[config.mk]
export PLATFORM = sky130hd
export DESIGN_NAME = ppx_host
export DESIGN_NICKNAME = d
export VERILOG_FILES = /design/src/ppx_pkg.sv /design/src/ppx_host.sv /design/src/ppx_sync.sv
export SDC_FILE = /design/constraint.sdc
export NUM_CORES = 1
export LEC_CHECK = 0
export BUFFER_PORTS_ARGS = -buffer_cell sky130_fd_sc_hd__buf_2
export CORE_MARGIN = 2
export CORE_UTILIZATION = 56
export CTS_CLUSTER_DIAMETER = 30
export CTS_CLUSTER_SIZE = 16
export DETAILED_ROUTE_END_ITERATION = 6
export GPL_TIMING_DRIVEN = 0
export MAX_ROUTING_LAYER = met4
export PLACE_DENSITY = 0.78
export SLEW_MARGIN = 40
export SYNTH_ARGS = -nofsm -noshare
export SYNTH_HDL_FRONTEND = slang
export SYNTH_SLANG_ARGS = --single-unit
[constraint.sdc]
create_clock -name core_clk -period 2.98 [get_ports core_clk]
set_input_delay 0.596 -clock core_clk [delete_from_list [all_inputs] [get_ports core_clk]]
set_output_delay 0.596 -clock core_clk [all_outputs]
set_load 0.005 [all_outputs]
[src/ppx_pkg.sv]
// constants, types and encodings for the parallel host handshake block
package ppx_pkg;

  localparam int CLK_PERIOD_NS = 5;
  localparam int STROBE_NS     = 500;
  localparam int STROBE_CYC    = (STROBE_NS + CLK_PERIOD_NS - 1)
                                 / CLK_PERIOD_NS;
  localparam int CNT_W         = 8;

  typedef enum logic [1:0] {
    PPX_MODE_COMPAT = 2'b00,
    PPX_MODE_ECP    = 2'b01,
    PPX_MODE_EPP    = 2'b10
  } ppx_mode_t;

  // register indices on register_select_lines
  localparam logic [2:0] REG_DATA   = 3'h0;
  localparam logic [2:0] REG_STATUS = 3'h1;
  localparam logic [2:0] REG_CTRL   = 3'h2;
  localparam logic [2:0] REG_ADDR   = 3'h3;

  // control register fields
  localparam int CTRL_MODE_LSB = 0;
  localparam int CTRL_MODE_MSB = 1;
  localparam int CTRL_DIR      = 2;
  localparam int CTRL_NEG      = 3;

  // status register fields
  localparam int ST_BUSY = 0;
  localparam int ST_ACK  = 1;
  localparam int ST_RXV  = 2;
  localparam int ST_IRQ  = 3;
  localparam int ST_XFER = 4;
  localparam int ST_CMD  = 5;
  localparam int ST_NEG  = 6;

  typedef enum logic [3:0] {
    PPX_IDLE    = 4'h0,
    PPX_C_WAIT  = 4'h1,
    PPX_C_STB   = 4'h2,
    PPX_C_ACK   = 4'h3,
    PPX_C_ACKR  = 4'h4,
    PPX_NEG_REQ = 4'h5,
    PPX_EF_WAIT = 4'h6,
    PPX_EF_STB  = 4'h7,
    PPX_EF_REL  = 4'h8,
    PPX_ER_REQ  = 4'h9,
    PPX_ER_REL  = 4'ha,
    PPX_P_STB   = 4'hb,
    PPX_P_REL   = 4'hc
  } ppx_state_t;

endpackage : ppx_pkg

[src/ppx_host.sv]
// parallel port host handshake: cpu register port and 1284 line control
`timescale 1ns/1ps
`default_nettype none
module ppx_host (
  // clock and reset
  input  wire logic       core_clk,
  input  wire logic       rst_n,
  // cpu register port
  input  wire logic       parallel_port_select_n,
  input  wire logic [2:0] register_select_lines,
  input  wire logic       cpu_wr_n,
  input  wire logic       cpu_rd_n,
  input  wire logic [7:0] cpu_wdata,
  output logic      [7:0] cpu_rdata,
  output logic            bus_buffer_dir,
  // peripheral lines
  input  wire logic       peripheral_ack,
  input  wire logic       busy,
  input  wire logic [7:0] pd_in,
  output logic      [7:0] pd_out,
  output logic            pd_oe,
  output logic            strobe_n,
  output logic            host_feed_request_n,
  output logic            host_select_request
);
  import ppx_pkg::*;

  ppx_state_t       state_r;
  ppx_mode_t        mode_r;
  logic             dir_r;
  logic             tag_r;
  logic             rxv_r;
  logic             irq_r;
  logic             cmd_r;
  logic             neg_done_r;
  logic             ack_d_r;
  logic [7:0]       rx_r;
  logic [CNT_W-1:0] cnt_r;
  logic             ack_s;
  logic             ack_n_s;
  logic             busy_s;
  logic [7:0]       pd_s;
  logic             wr_hit;
  logic             rd_hit;
  logic             fwd_wr;
  logic             ecp_fwd;

  ////////////////////////////////////////////////////////////////////////
  ppx_sync #(.WIDTH(10)) u_sync (
    .core_clk (core_clk),
    .rst_n    (rst_n),
    .din      ({!peripheral_ack, busy, pd_in}),
    .dout     ({ack_n_s, busy_s, pd_s})
  );

  // sync resets low; inverted so ack idles high, no false edge after reset
  assign ack_s = !ack_n_s;

  ////////////////////////////////////////////////////////////////////////
  assign wr_hit = !parallel_port_select_n && !cpu_wr_n;
  assign rd_hit = !parallel_port_select_n && !cpu_rd_n;
  assign bus_buffer_dir = !rd_hit;
  assign fwd_wr = wr_hit && (state_r == PPX_IDLE) && !dir_r
                  && ((register_select_lines == REG_DATA)
                   || (register_select_lines == REG_ADDR));
  assign ecp_fwd = (state_r == PPX_EF_WAIT) || (state_r == PPX_EF_STB)
                   || (state_r == PPX_EF_REL);

  // control register; reset lands in compatibility mode
  always_ff @(posedge core_clk or negedge rst_n) begin
    if (!rst_n) begin
      mode_r <= PPX_MODE_COMPAT;
      dir_r  <= 1'b0;
    end else if (wr_hit && register_select_lines == REG_CTRL) begin
      mode_r <= ppx_mode_t'(cpu_wdata[CTRL_MODE_MSB:CTRL_MODE_LSB]);
      dir_r  <= cpu_wdata[CTRL_DIR];
    end
  end

  // outgoing byte and its address/data tag
  always_ff @(posedge core_clk or negedge rst_n) begin
    if (!rst_n) begin
      pd_out <= 8'h00;
      tag_r  <= 1'b0;
    end else if (fwd_wr) begin
      pd_out <= cpu_wdata;
      tag_r  <= (register_select_lines == REG_ADDR);
    end
  end

  // data lines turn round only for reverse 1284 modes
  always_ff @(posedge core_clk or negedge rst_n) begin
    if (!rst_n) begin
      pd_oe <= 1'b1;
    end else begin
      pd_oe <= !(dir_r && mode_r != PPX_MODE_COMPAT);
    end
  end

  ////////////////////////////////////////////////////////////////////////
  // handshake sequencer
  always_ff @(posedge core_clk or negedge rst_n) begin
    if (!rst_n) begin
      state_r <= PPX_IDLE;
    end else begin
      case (state_r)
        PPX_IDLE: begin
          if (fwd_wr) begin
            case (mode_r)
              PPX_MODE_ECP: state_r <= PPX_EF_WAIT;
              PPX_MODE_EPP: state_r <= PPX_P_STB;
              default:      state_r <= PPX_C_WAIT;
            endcase
          end else if (wr_hit && register_select_lines == REG_CTRL
                       && cpu_wdata[CTRL_NEG]
                       && mode_r == PPX_MODE_COMPAT) begin
            state_r <= PPX_NEG_REQ;
          end else if (dir_r && !rxv_r && mode_r == PPX_MODE_ECP) begin
            state_r <= PPX_ER_REQ;
          end else if (dir_r && !rxv_r && mode_r == PPX_MODE_EPP) begin
            state_r <= PPX_P_STB;
          end
        end
        // no compatibility or ecp byte goes out while the printer says busy; epp strobes without waiting
        PPX_C_WAIT:  if (!busy_s) state_r <= PPX_C_STB;
        PPX_C_STB:   if (cnt_r == CNT_W'(STROBE_CYC - 1)) state_r <= PPX_C_ACK;
        PPX_C_ACK:   if (!ack_s) state_r <= PPX_C_ACKR;
        PPX_C_ACKR:  if (ack_s) state_r <= PPX_IDLE;
        PPX_NEG_REQ: if (!ack_s) state_r <= PPX_IDLE;
        PPX_EF_WAIT: if (!busy_s) state_r <= PPX_EF_STB;
        PPX_EF_STB:  if (busy_s) state_r <= PPX_EF_REL;
        PPX_EF_REL:  if (!busy_s) state_r <= PPX_IDLE;
        PPX_ER_REQ:  if (!ack_s) state_r <= PPX_ER_REL;
        PPX_ER_REL:  if (ack_s) state_r <= PPX_IDLE;
        PPX_P_STB:   if (busy_s) state_r <= PPX_P_REL;
        PPX_P_REL:   if (!busy_s) state_r <= PPX_IDLE;
        default:     state_r <= PPX_IDLE;
      endcase
    end
  end

  // compatibility strobe width counter
  always_ff @(posedge core_clk or negedge rst_n) begin
    if (!rst_n) begin
      cnt_r <= '0;
    end else if (state_r == PPX_C_STB) begin
      cnt_r <= cnt_r + CNT_W'(1);
    end else begin
      cnt_r <= '0;
    end
  end

  ////////////////////////////////////////////////////////////////////////
  // line drive decoded from the sequencer state
  always_comb begin
    strobe_n            = 1'b1;
    host_feed_request_n = 1'b1;
    host_select_request = (mode_r != PPX_MODE_COMPAT);
    case (state_r)
      PPX_C_STB:   strobe_n = 1'b0;
      PPX_NEG_REQ: begin
        host_feed_request_n = 1'b0;
        host_select_request = 1'b1;
      end
      PPX_EF_WAIT, PPX_EF_REL: host_feed_request_n = !tag_r;
      PPX_EF_STB: begin
        strobe_n            = 1'b0;
        host_feed_request_n = !tag_r;
      end
      PPX_ER_REQ:  host_feed_request_n = 1'b0;
      // address cycles strobe on select, data cycles on feed
      PPX_P_STB: begin
        strobe_n            = dir_r;
        host_feed_request_n = tag_r;
        host_select_request = !tag_r;
      end
      default: begin
        strobe_n = 1'b1;
      end
    endcase
  end

  ////////////////////////////////////////////////////////////////////////
  // reverse byte capture; a new byte beats a same-cycle read
  always_ff @(posedge core_clk or negedge rst_n) begin
    if (!rst_n) begin
      rx_r  <= 8'h00;
      cmd_r <= 1'b0;
      rxv_r <= 1'b0;
    end else if ((state_r == PPX_ER_REQ && !ack_s)
                 || (state_r == PPX_P_STB && dir_r && busy_s)) begin
      rx_r  <= pd_s;
      cmd_r <= (state_r == PPX_ER_REQ) && !busy_s;
      rxv_r <= 1'b1;
    end else if (rd_hit && register_select_lines == REG_DATA) begin
      rxv_r <= 1'b0;
    end
  end

  // epp interrupt on ack rising edge; set wins over status read
  always_ff @(posedge core_clk or negedge rst_n) begin
    if (!rst_n) begin
      ack_d_r <= 1'b1;
      irq_r   <= 1'b0;
    end else begin
      ack_d_r <= ack_s;
      if (mode_r == PPX_MODE_EPP && ack_s && !ack_d_r) begin
        irq_r <= 1'b1;
      end else if (rd_hit && register_select_lines == REG_STATUS) begin
        irq_r <= 1'b0;
      end
    end
  end

  // negotiation answered flag, cleared by the next control write
  always_ff @(posedge core_clk or negedge rst_n) begin
    if (!rst_n) begin
      neg_done_r <= 1'b0;
    end else if (state_r == PPX_NEG_REQ && !ack_s) begin
      neg_done_r <= 1'b1;
    end else if (wr_hit && register_select_lines == REG_CTRL) begin
      neg_done_r <= 1'b0;
    end
  end

  // read data registered; unmapped selects read zero
  always_ff @(posedge core_clk or negedge rst_n) begin
    if (!rst_n) begin
      cpu_rdata <= 8'h00;
    end else if (rd_hit) begin
      cpu_rdata <= 8'h00;
      case (register_select_lines)
        REG_DATA:   cpu_rdata <= rx_r;
        REG_STATUS: begin
          cpu_rdata[ST_BUSY] <= busy_s;
          cpu_rdata[ST_ACK]  <= ack_s;
          cpu_rdata[ST_RXV]  <= rxv_r;
          cpu_rdata[ST_IRQ]  <= irq_r;
          cpu_rdata[ST_XFER] <= (state_r != PPX_IDLE);
          cpu_rdata[ST_CMD]  <= cmd_r;
          cpu_rdata[ST_NEG]  <= neg_done_r;
        end
        REG_CTRL: begin
          cpu_rdata[CTRL_MODE_MSB:CTRL_MODE_LSB] <= mode_r;
          cpu_rdata[CTRL_DIR] <= dir_r;
        end
        default: cpu_rdata <= 8'h00;
      endcase
    end
  end
endmodule : ppx_host
`default_nettype wire

[src/ppx_sync.sv]
// three-stage input synchroniser with agreement filter
`timescale 1ns/1ps
`default_nettype none
module ppx_sync #(
  parameter int WIDTH = 1
) (
  // clock and reset
  input  wire logic             core_clk,
  input  wire logic             rst_n,
  // raw and filtered level
  input  wire logic [WIDTH-1:0] din,
  output logic      [WIDTH-1:0] dout
);
  logic [WIDTH-1:0] s1_r;
  logic [WIDTH-1:0] s2_r;
  logic [WIDTH-1:0] s3_r;

  always_ff @(posedge core_clk or negedge rst_n) begin
    if (!rst_n) begin
      s1_r <= '0;
      s2_r <= '0;
      s3_r <= '0;
    end else begin
      s1_r <= din;
      s2_r <= s1_r;
      s3_r <= s2_r;
    end
  end

  // a bit moves only once stages two and three agree
  always_ff @(posedge core_clk or negedge rst_n) begin
    if (!rst_n) begin
      dout <= '0;
    end else begin
      for (int i = 0; i < WIDTH; i++) begin
        if (s2_r[i] == s3_r[i]) begin
          dout[i] <= s3_r[i];
        end
      end
    end
  end
endmodule : ppx_sync
`default_nettype wire

==> impl_results.md, run 1 <==
- Pwr/cell area: between 800 and 900 mW/mm2
- FP Rows: 28
- Post-CTS Setup Inserts: 0
- Logic pwr share: a little under a third
- GRT overflow: 0
- DR WL/cell: 16.5 um
- Die width: roughly 83 um
- Sequential share of power: approximately 48%
- # DRC: 0
- Initial DRC Count: 191
- Vias in the first global route: about 2400
- Synth Instances: just under 300
- Initial Utilization: a little under 60%
- Clk Latency, worst-skew pair: around 0.35 ns
- Rel. slew slack: a little over 50%
- Fin Hold WS: about 0.098 ns
- Clk buf depth: 2
- Initial antenna violation count: 0
- Tightest Pin Transition: about 0.73 ns
- Post-Layout Cell Count: 428
- Nets: 379
- Crit path arrival time: between 2 and 2.5 ns
- Final WL: around 7000 um
- Port Buf Inserts: 44
- CTS tree: built
- Yosys cell types: 48
- Max Cap Violations: 0
- First-pass GRT wire length: 11300 um
- Cell at the root of the clock tree: clkbuf_8
- Worst VDD drop: about 0.00055 V
- Kind of path behind the tightest hold check: in -> async
- Status: completed
- Lkg Pwr: between 0.0015 and 0.002 uW
- RSZ-0062 raised after global routing: false
- Routed Antenna Nets: 0
- Syn. warnings: 0
- Vias: between 2000 and 2500
- Layout area overhead: 15.3%
- All-layer global routing usage: between 20% and 30%
- P_sw: between 1000 and 1500 uW
- Critical Path Fanout Max: 10
- Gpl congestion: between 0.8 and 0.9
- Die H: around 83 um
- Layout cells sized above 1: approximately a quarter
- Worst Path Class, Setup: reg -> out
- DRT Pass-1 Iters: 4
- Vias per std cell: roughly 5.6
- Register bit total from synthesis: 86
- Ports: 47
- # resized after CTS: 0
- Hold Violations, Final: 0
- Setup TNS: 0 ns
- CORE AREA: just under 0.006 mm2
- Util after Layout: 67.0%
- Setup-violating endpoint count in the final report: 0
- Syn Area/Cell: 11.9 um2
- Hold Buf Count CTS: 0
- # placed instances: 412
- Diode count: 0
- EDFF count, synth: 0
- Type of origin of the critical path: flop
- CP Capture Type: output pin
- Highest Clock Rate: ~380 MHz
- Clock skew: between 0.01 and 0.015 ns
- Pwr Total: about 3200 uW
- Largest net degree at the start of global routing: 57
- Net Sw Frac: about a third
- Post-Syn Area: between 0.003 and 0.004 mm2
- Clock Power Share: 22.4%
- CTS sink count: 86
- CP required: between 2 and 2.5 ns
- Ys flop type: dfrtp_1
- Internal Power: ~2100 uW
- FFs w/ async S/R, synth: 100%
- Min Tclk post-route: between 2 and 3 ns
- Final period util: 88.3%
- Total CTS buffers: 9
- Die ar.: 0.00683 mm2
- Syn Nets: around 320
- Reg clk slew, reported paths: 0.09 ns
- Post-DP HPWL: about 5000 um
- Final slew viol count: 0
- H-tree level count: 3
- Number of fill cells: between 400 and 500
- Sequential fraction of the synthesis area: 62.3%
cells by family (layout without fill, tap and decap cells):
| logic type | count (synthesis) | after routing | share of synthesized area, % |
|---|---|---|---|
| XOR/XNOR | 7 | 7 | 1.77 |
| AO/OA/AOI/OAI | 52 | 52 | 11.2 |
| flip-flops | 86 | 86 | 62.3 |
| adder cells (fa/ha/maj) | 15 | 15 | 4.70 |
| buffers and inverters | 20 | 81 | 2.28 |
| multiplexers | 16 | 16 | 5.03 |
| AND/OR/NAND/NOR | 96 | 96 | 12.8 |
worst paths after layout:
path,from,cells past startpoint,endpoint,slack [ns]
setup reg to reg,state_r[3],8,state_r[1],0.50
min in group core_clk,pd_in[7],1,u_sync.s1_r[7],0.34
hold reg to reg,u_sync.s1_r[6],0,u_sync.s2_r[6],0.34
hold / removal,rst_n,1,u_sync.dout[7],0.1
max in group asynchronous,rst_n,2,ack_d_r,2.29
setup / recovery,state_r[1],6,host_select_request,0.35
synthesized netlist by cell type, types with 2 or more instances:
cell type  count  area share, %
buf_2          3           0.43
nand3_1        7            1.0
clkbuf_1       6           0.65
o22ai_1        3           0.54
or3_1          3           0.54
o211ai_1       6            1.3
xor2_1         4            1.0
mux2i_1        5            1.4
ha_1           5            1.8
nand2_1       36            3.9
maj3_1        10            2.9
nor2_1        30            3.3
mux2_2        11            3.6
a21o_1         3           0.65
inv_1         10            1.1
xnor2_1        3           0.76
a22o_1         5            1.3
o21ai_1        2           0.29
nor3_1         3           0.43
a221oi_1       5            1.3
nor2b_1        2           0.36
nor3b_1        2           0.43
a31oi_1        2           0.36
a21oi_1        9            1.3
o21ai_0        6           0.87
dfstp_2        2            1.5
nand2b_1       5           0.90
dfrtp_1       84             61
per-layer routing:
layer | global-route usage [%] | routed length [um] | share of wire, %
met1 | 29.9 | 3200 | 45
met2 | 36.2 | 3440 | 49
met3 | 5.98 | 295 | 4.2
met4 | 8.69 | 123 | 1.7
met5 | - | 0 | 0
area by class of cell:
type                            count  area [um2]  share of cell area, %
Buffer                              9        37.5                  0.941
Multi-Input combinational cell    186        1230                   31.0
Clock buffer                       10         128                   3.20
Inverter                           11        41.3                   1.04
Tap cell                           75        93.8                   2.35
Timing Repair Buffer               45         254                   6.37
Sequential cell                    86        2150                   54.0
Clock inverter                      6        45.0                   1.13
layout by cell type, fill, tap and decap left out, types with 6 or more instances in the layout:
cell type | synthesis | final
clkbuf_8 | 0 | 9
mux2_2 | 11 | 11
nand3_1 | 7 | 7
nor2_1 | 30 | 29
dfrtp_1 | 84 | 84
buf_2 | 3 | 46
clkbuf_1 | 6 | 7
a21oi_1 | 9 | 9
inv_1 | 10 | 10
o211ai_1 | 6 | 6
nand2_1 | 36 | 36
o21ai_0 | 6 | 6
maj3_1 | 10 | 10
registers in the layout, indices dropped and copies added (netlist names), 2 cells and up:
name	cells
u_sync.s1_r	10
pd_out	8
state_r	4
mode_r	2
u_sync.dout	10
u_sync.s2_r	10
cpu_rdata	8
u_sync.s3_r	10
rx_r	8
cnt_r	8
worst max-delay path, cell delays in order, from the launching register on:
cell and delay, ns:
dfrtp_1 0.37, clkbuf_1 0.39, clkbuf_1 0.42, o21ai_0 0.15, o21ai_0 0.09, o21ai_0 0.11
buf_2 0.14
power groups by stage:
stage	clock network (uW)	logic (uW)	registers, uW
finish	724	970	1530
global route	781	1100	1560
detailed placement	0	970	1560
floorplan	0	674	1520
CTS	737	973	1530
global placement	0	950	1540
stage by stage:
stage	setup slack [ns]	area [um2]
after floorplan	0.589	3460
final	0.349	3990
after CTS	0.346	3980
after global routing	0.0655	3990
after global placement	0.388	3770
after detailed placement	0.356	3810
Power figures use the tool's default switching activity.
==> run 2: changes to the inputs <==
PLACE_DENSITY = 0.75   (was 0.78)
==> impl_results.md, run 2 (synthesis gave the netlist of run 1 again) <==
- Crit path arrival time: 2.02 ns (was 2.04 ns)
- Tightest Pin Transition: 0.750 ns (was 0.731 ns)
- Hold Buf Count CTS: 0 (unchanged)
- Gpl congestion: 0.926 (was 0.894)
- Rel. slew slack: 49.8% (was 51.2%)
- First-pass GRT wire length: 10800 um (was 11300 um)
- Type of origin of the critical path: flop (unchanged)
- Layout cells sized above 1: 22.9% (was 23.8%)
- Max Cap Violations: 0 (unchanged)
- Vias per std cell: 5.61 (was 5.58)
- Pwr Total: 3240 uW (was 3220 uW)
- Nets: 379 (unchanged)
- Hold Violations, Final: 0 (unchanged)
- All-layer global routing usage: 22.2% (was 23.4%)
- Worst Slack Setup Final: 0.363 ns (was 0.349 ns)
- Post-CTS Setup Inserts: 0 (unchanged)
- Min Tclk post-route: 2.62 ns (was 2.63 ns)
- Number of fill cells: 479 (was 492)
- CTS tree: built (unchanged)
- Post-DP HPWL: 4830 um (was 5100 um)
- Vias in the first global route: 2239 (was 2423)
- DR WL/cell: 15.7 um (was 16.5 um)
- # resized after CTS: 0 (unchanged)
- Most frequent cells in the layout: dfrtp_1 (84), buf_2 (46), nand2_1 (36) (unchanged)
- CP Capture Type: output pin (unchanged)
- Highest Clock Rate: 382 MHz (was 380 MHz)
- Routed Antenna Nets: 0 (unchanged)
- Critical Path Fanout Max: 10 (unchanged)
- Util after Layout: 66.9% (was 67.0%)
- CP required: 2.38 ns (about the same)
- Total CTS buffers: 9 (unchanged)
- CTS sink count: 86 (unchanged)
- Final slew viol count: 0 (unchanged)
- FP Rows: 28 (unchanged)
- Ports: 47 (unchanged)
- Initial Utilization: 58.1% (unchanged)
- Setup TNS: 0 ns (unchanged)
- Clk buf depth: 2 (unchanged)
- RSZ-0062 raised after global routing: false (unchanged)
- Kind of path behind the tightest hold check: in -> async (unchanged)
- Worst Path Class, Setup: reg -> out (unchanged)
- Clock skew: 0.0136 ns (was 0.0104 ns)
- Largest net degree at the start of global routing: 49 (was 57)
- Post-Layout Cell Count: 428 (unchanged)
- Port Buf Inserts: 44 (unchanged)
- Pwr/cell area: 814 mW/mm2 (was 808 mW/mm2)
- CORE AREA: 0.00596 mm2 (unchanged)
- Diode count: 0 (unchanged)
- DRT Pass-1 Iters: 4 (unchanged)
- H-tree level count: 3 (unchanged)
- # placed instances: 412 (unchanged)
- Setup-violating endpoint count in the final report: 0 (unchanged)
- Status: completed (unchanged)
- Die H: 82.6 um (unchanged)
- Initial DRC Count: 167 (was 191)
- Reg clk slew, reported paths: 0.09 ns (about the same)
- Die ar.: 0.00683 mm2 (unchanged)
- Most common cell after layout, fill and taps aside: dfrtp_1 (unchanged)
- Worst VDD drop: 0.000486 V (was 0.000552 V)
- Initial antenna violation count: 0 (unchanged)
- Worst slack, placed: 0.351 ns (was 0.356 ns)
- # DRC: 0 (unchanged)
- GRT overflow: 0 (unchanged)
- Vias: 2402 (was 2389)
- Lkg Pwr: 0.00182 uW (about the same)
- Final period util: 87.8% (was 88.3%)
- Final WL: 6720 um (was 7050 um)
- Cell at the root of the clock tree: clkbuf_8 (unchanged)
- Clk Latency, worst-skew pair: 0.36 ns (was 0.35 ns)
- Layout area overhead: 15.1% (was 15.3%)
- Die width: 82.6 um (unchanged)
run 2: report_power, final:
group	internal [uW]	switching, uW
Sequential	1390	139
Combinational	444	534
Clock	313	421
Total	2150	1090
run 2: through the flow:
stage               hold WS, ns  area, um2
global placement          0.333       3770
global route              0.151       3980
CTS                       0.131       3980
detailed placement        0.336       3810
floorplan                 0.300       3460
finish                    0.123       3980
run 2: worst max-delay path, cell delays in order, from the launching register on:
cell and delay [ns]:
dfrtp_1 0.35, clkbuf_1 0.41, clkbuf_1 0.40, o21ai_0 0.18
o21ai_0 0.10, o21ai_0 0.09, buf_2 0.13
run 2: layout make-up:
class	instances	area, um2	area share, %
plain buffers	9	37.5	0.942
repair buffers	45	254	6.38
multi-input cells	186	1230	30.8
clock inverters	5	43.8	1.10
inverters	11	41.3	1.04
clock buffers	11	131	3.30
well taps	75	93.8	2.36
flip-flops and latches	86	2150	54.1
run 2: path summary, 6_finish.rpt:
kind | startpoint | end | slack, ns | cells after the start
max | state_r[1] | host_select_request | 0.36 | 6
min | rst_n | cnt_r[5] | 0.12 | 1
max reg2reg | state_r[3] | state_r[1] | 0.49 | 8
min reg2reg | u_sync.s1_r[2] | u_sync.s2_r[2] | 0.36 | 0
max in group asynchronous | rst_n | u_sync.dout[0] | 2.28 | 2
min in group core_clk | pd_in[7] | u_sync.s1_r[7] | 0.34 | 1
run 2: routing by layer:
metal	track usage [%]	vias to the layer above	routed length, um
li1	-	1142	-
met1	29.0	1209	3120
met5	-	-	0
met3	3.91	12	205
met2	34.0	39	3290
met4	10.3	0	97
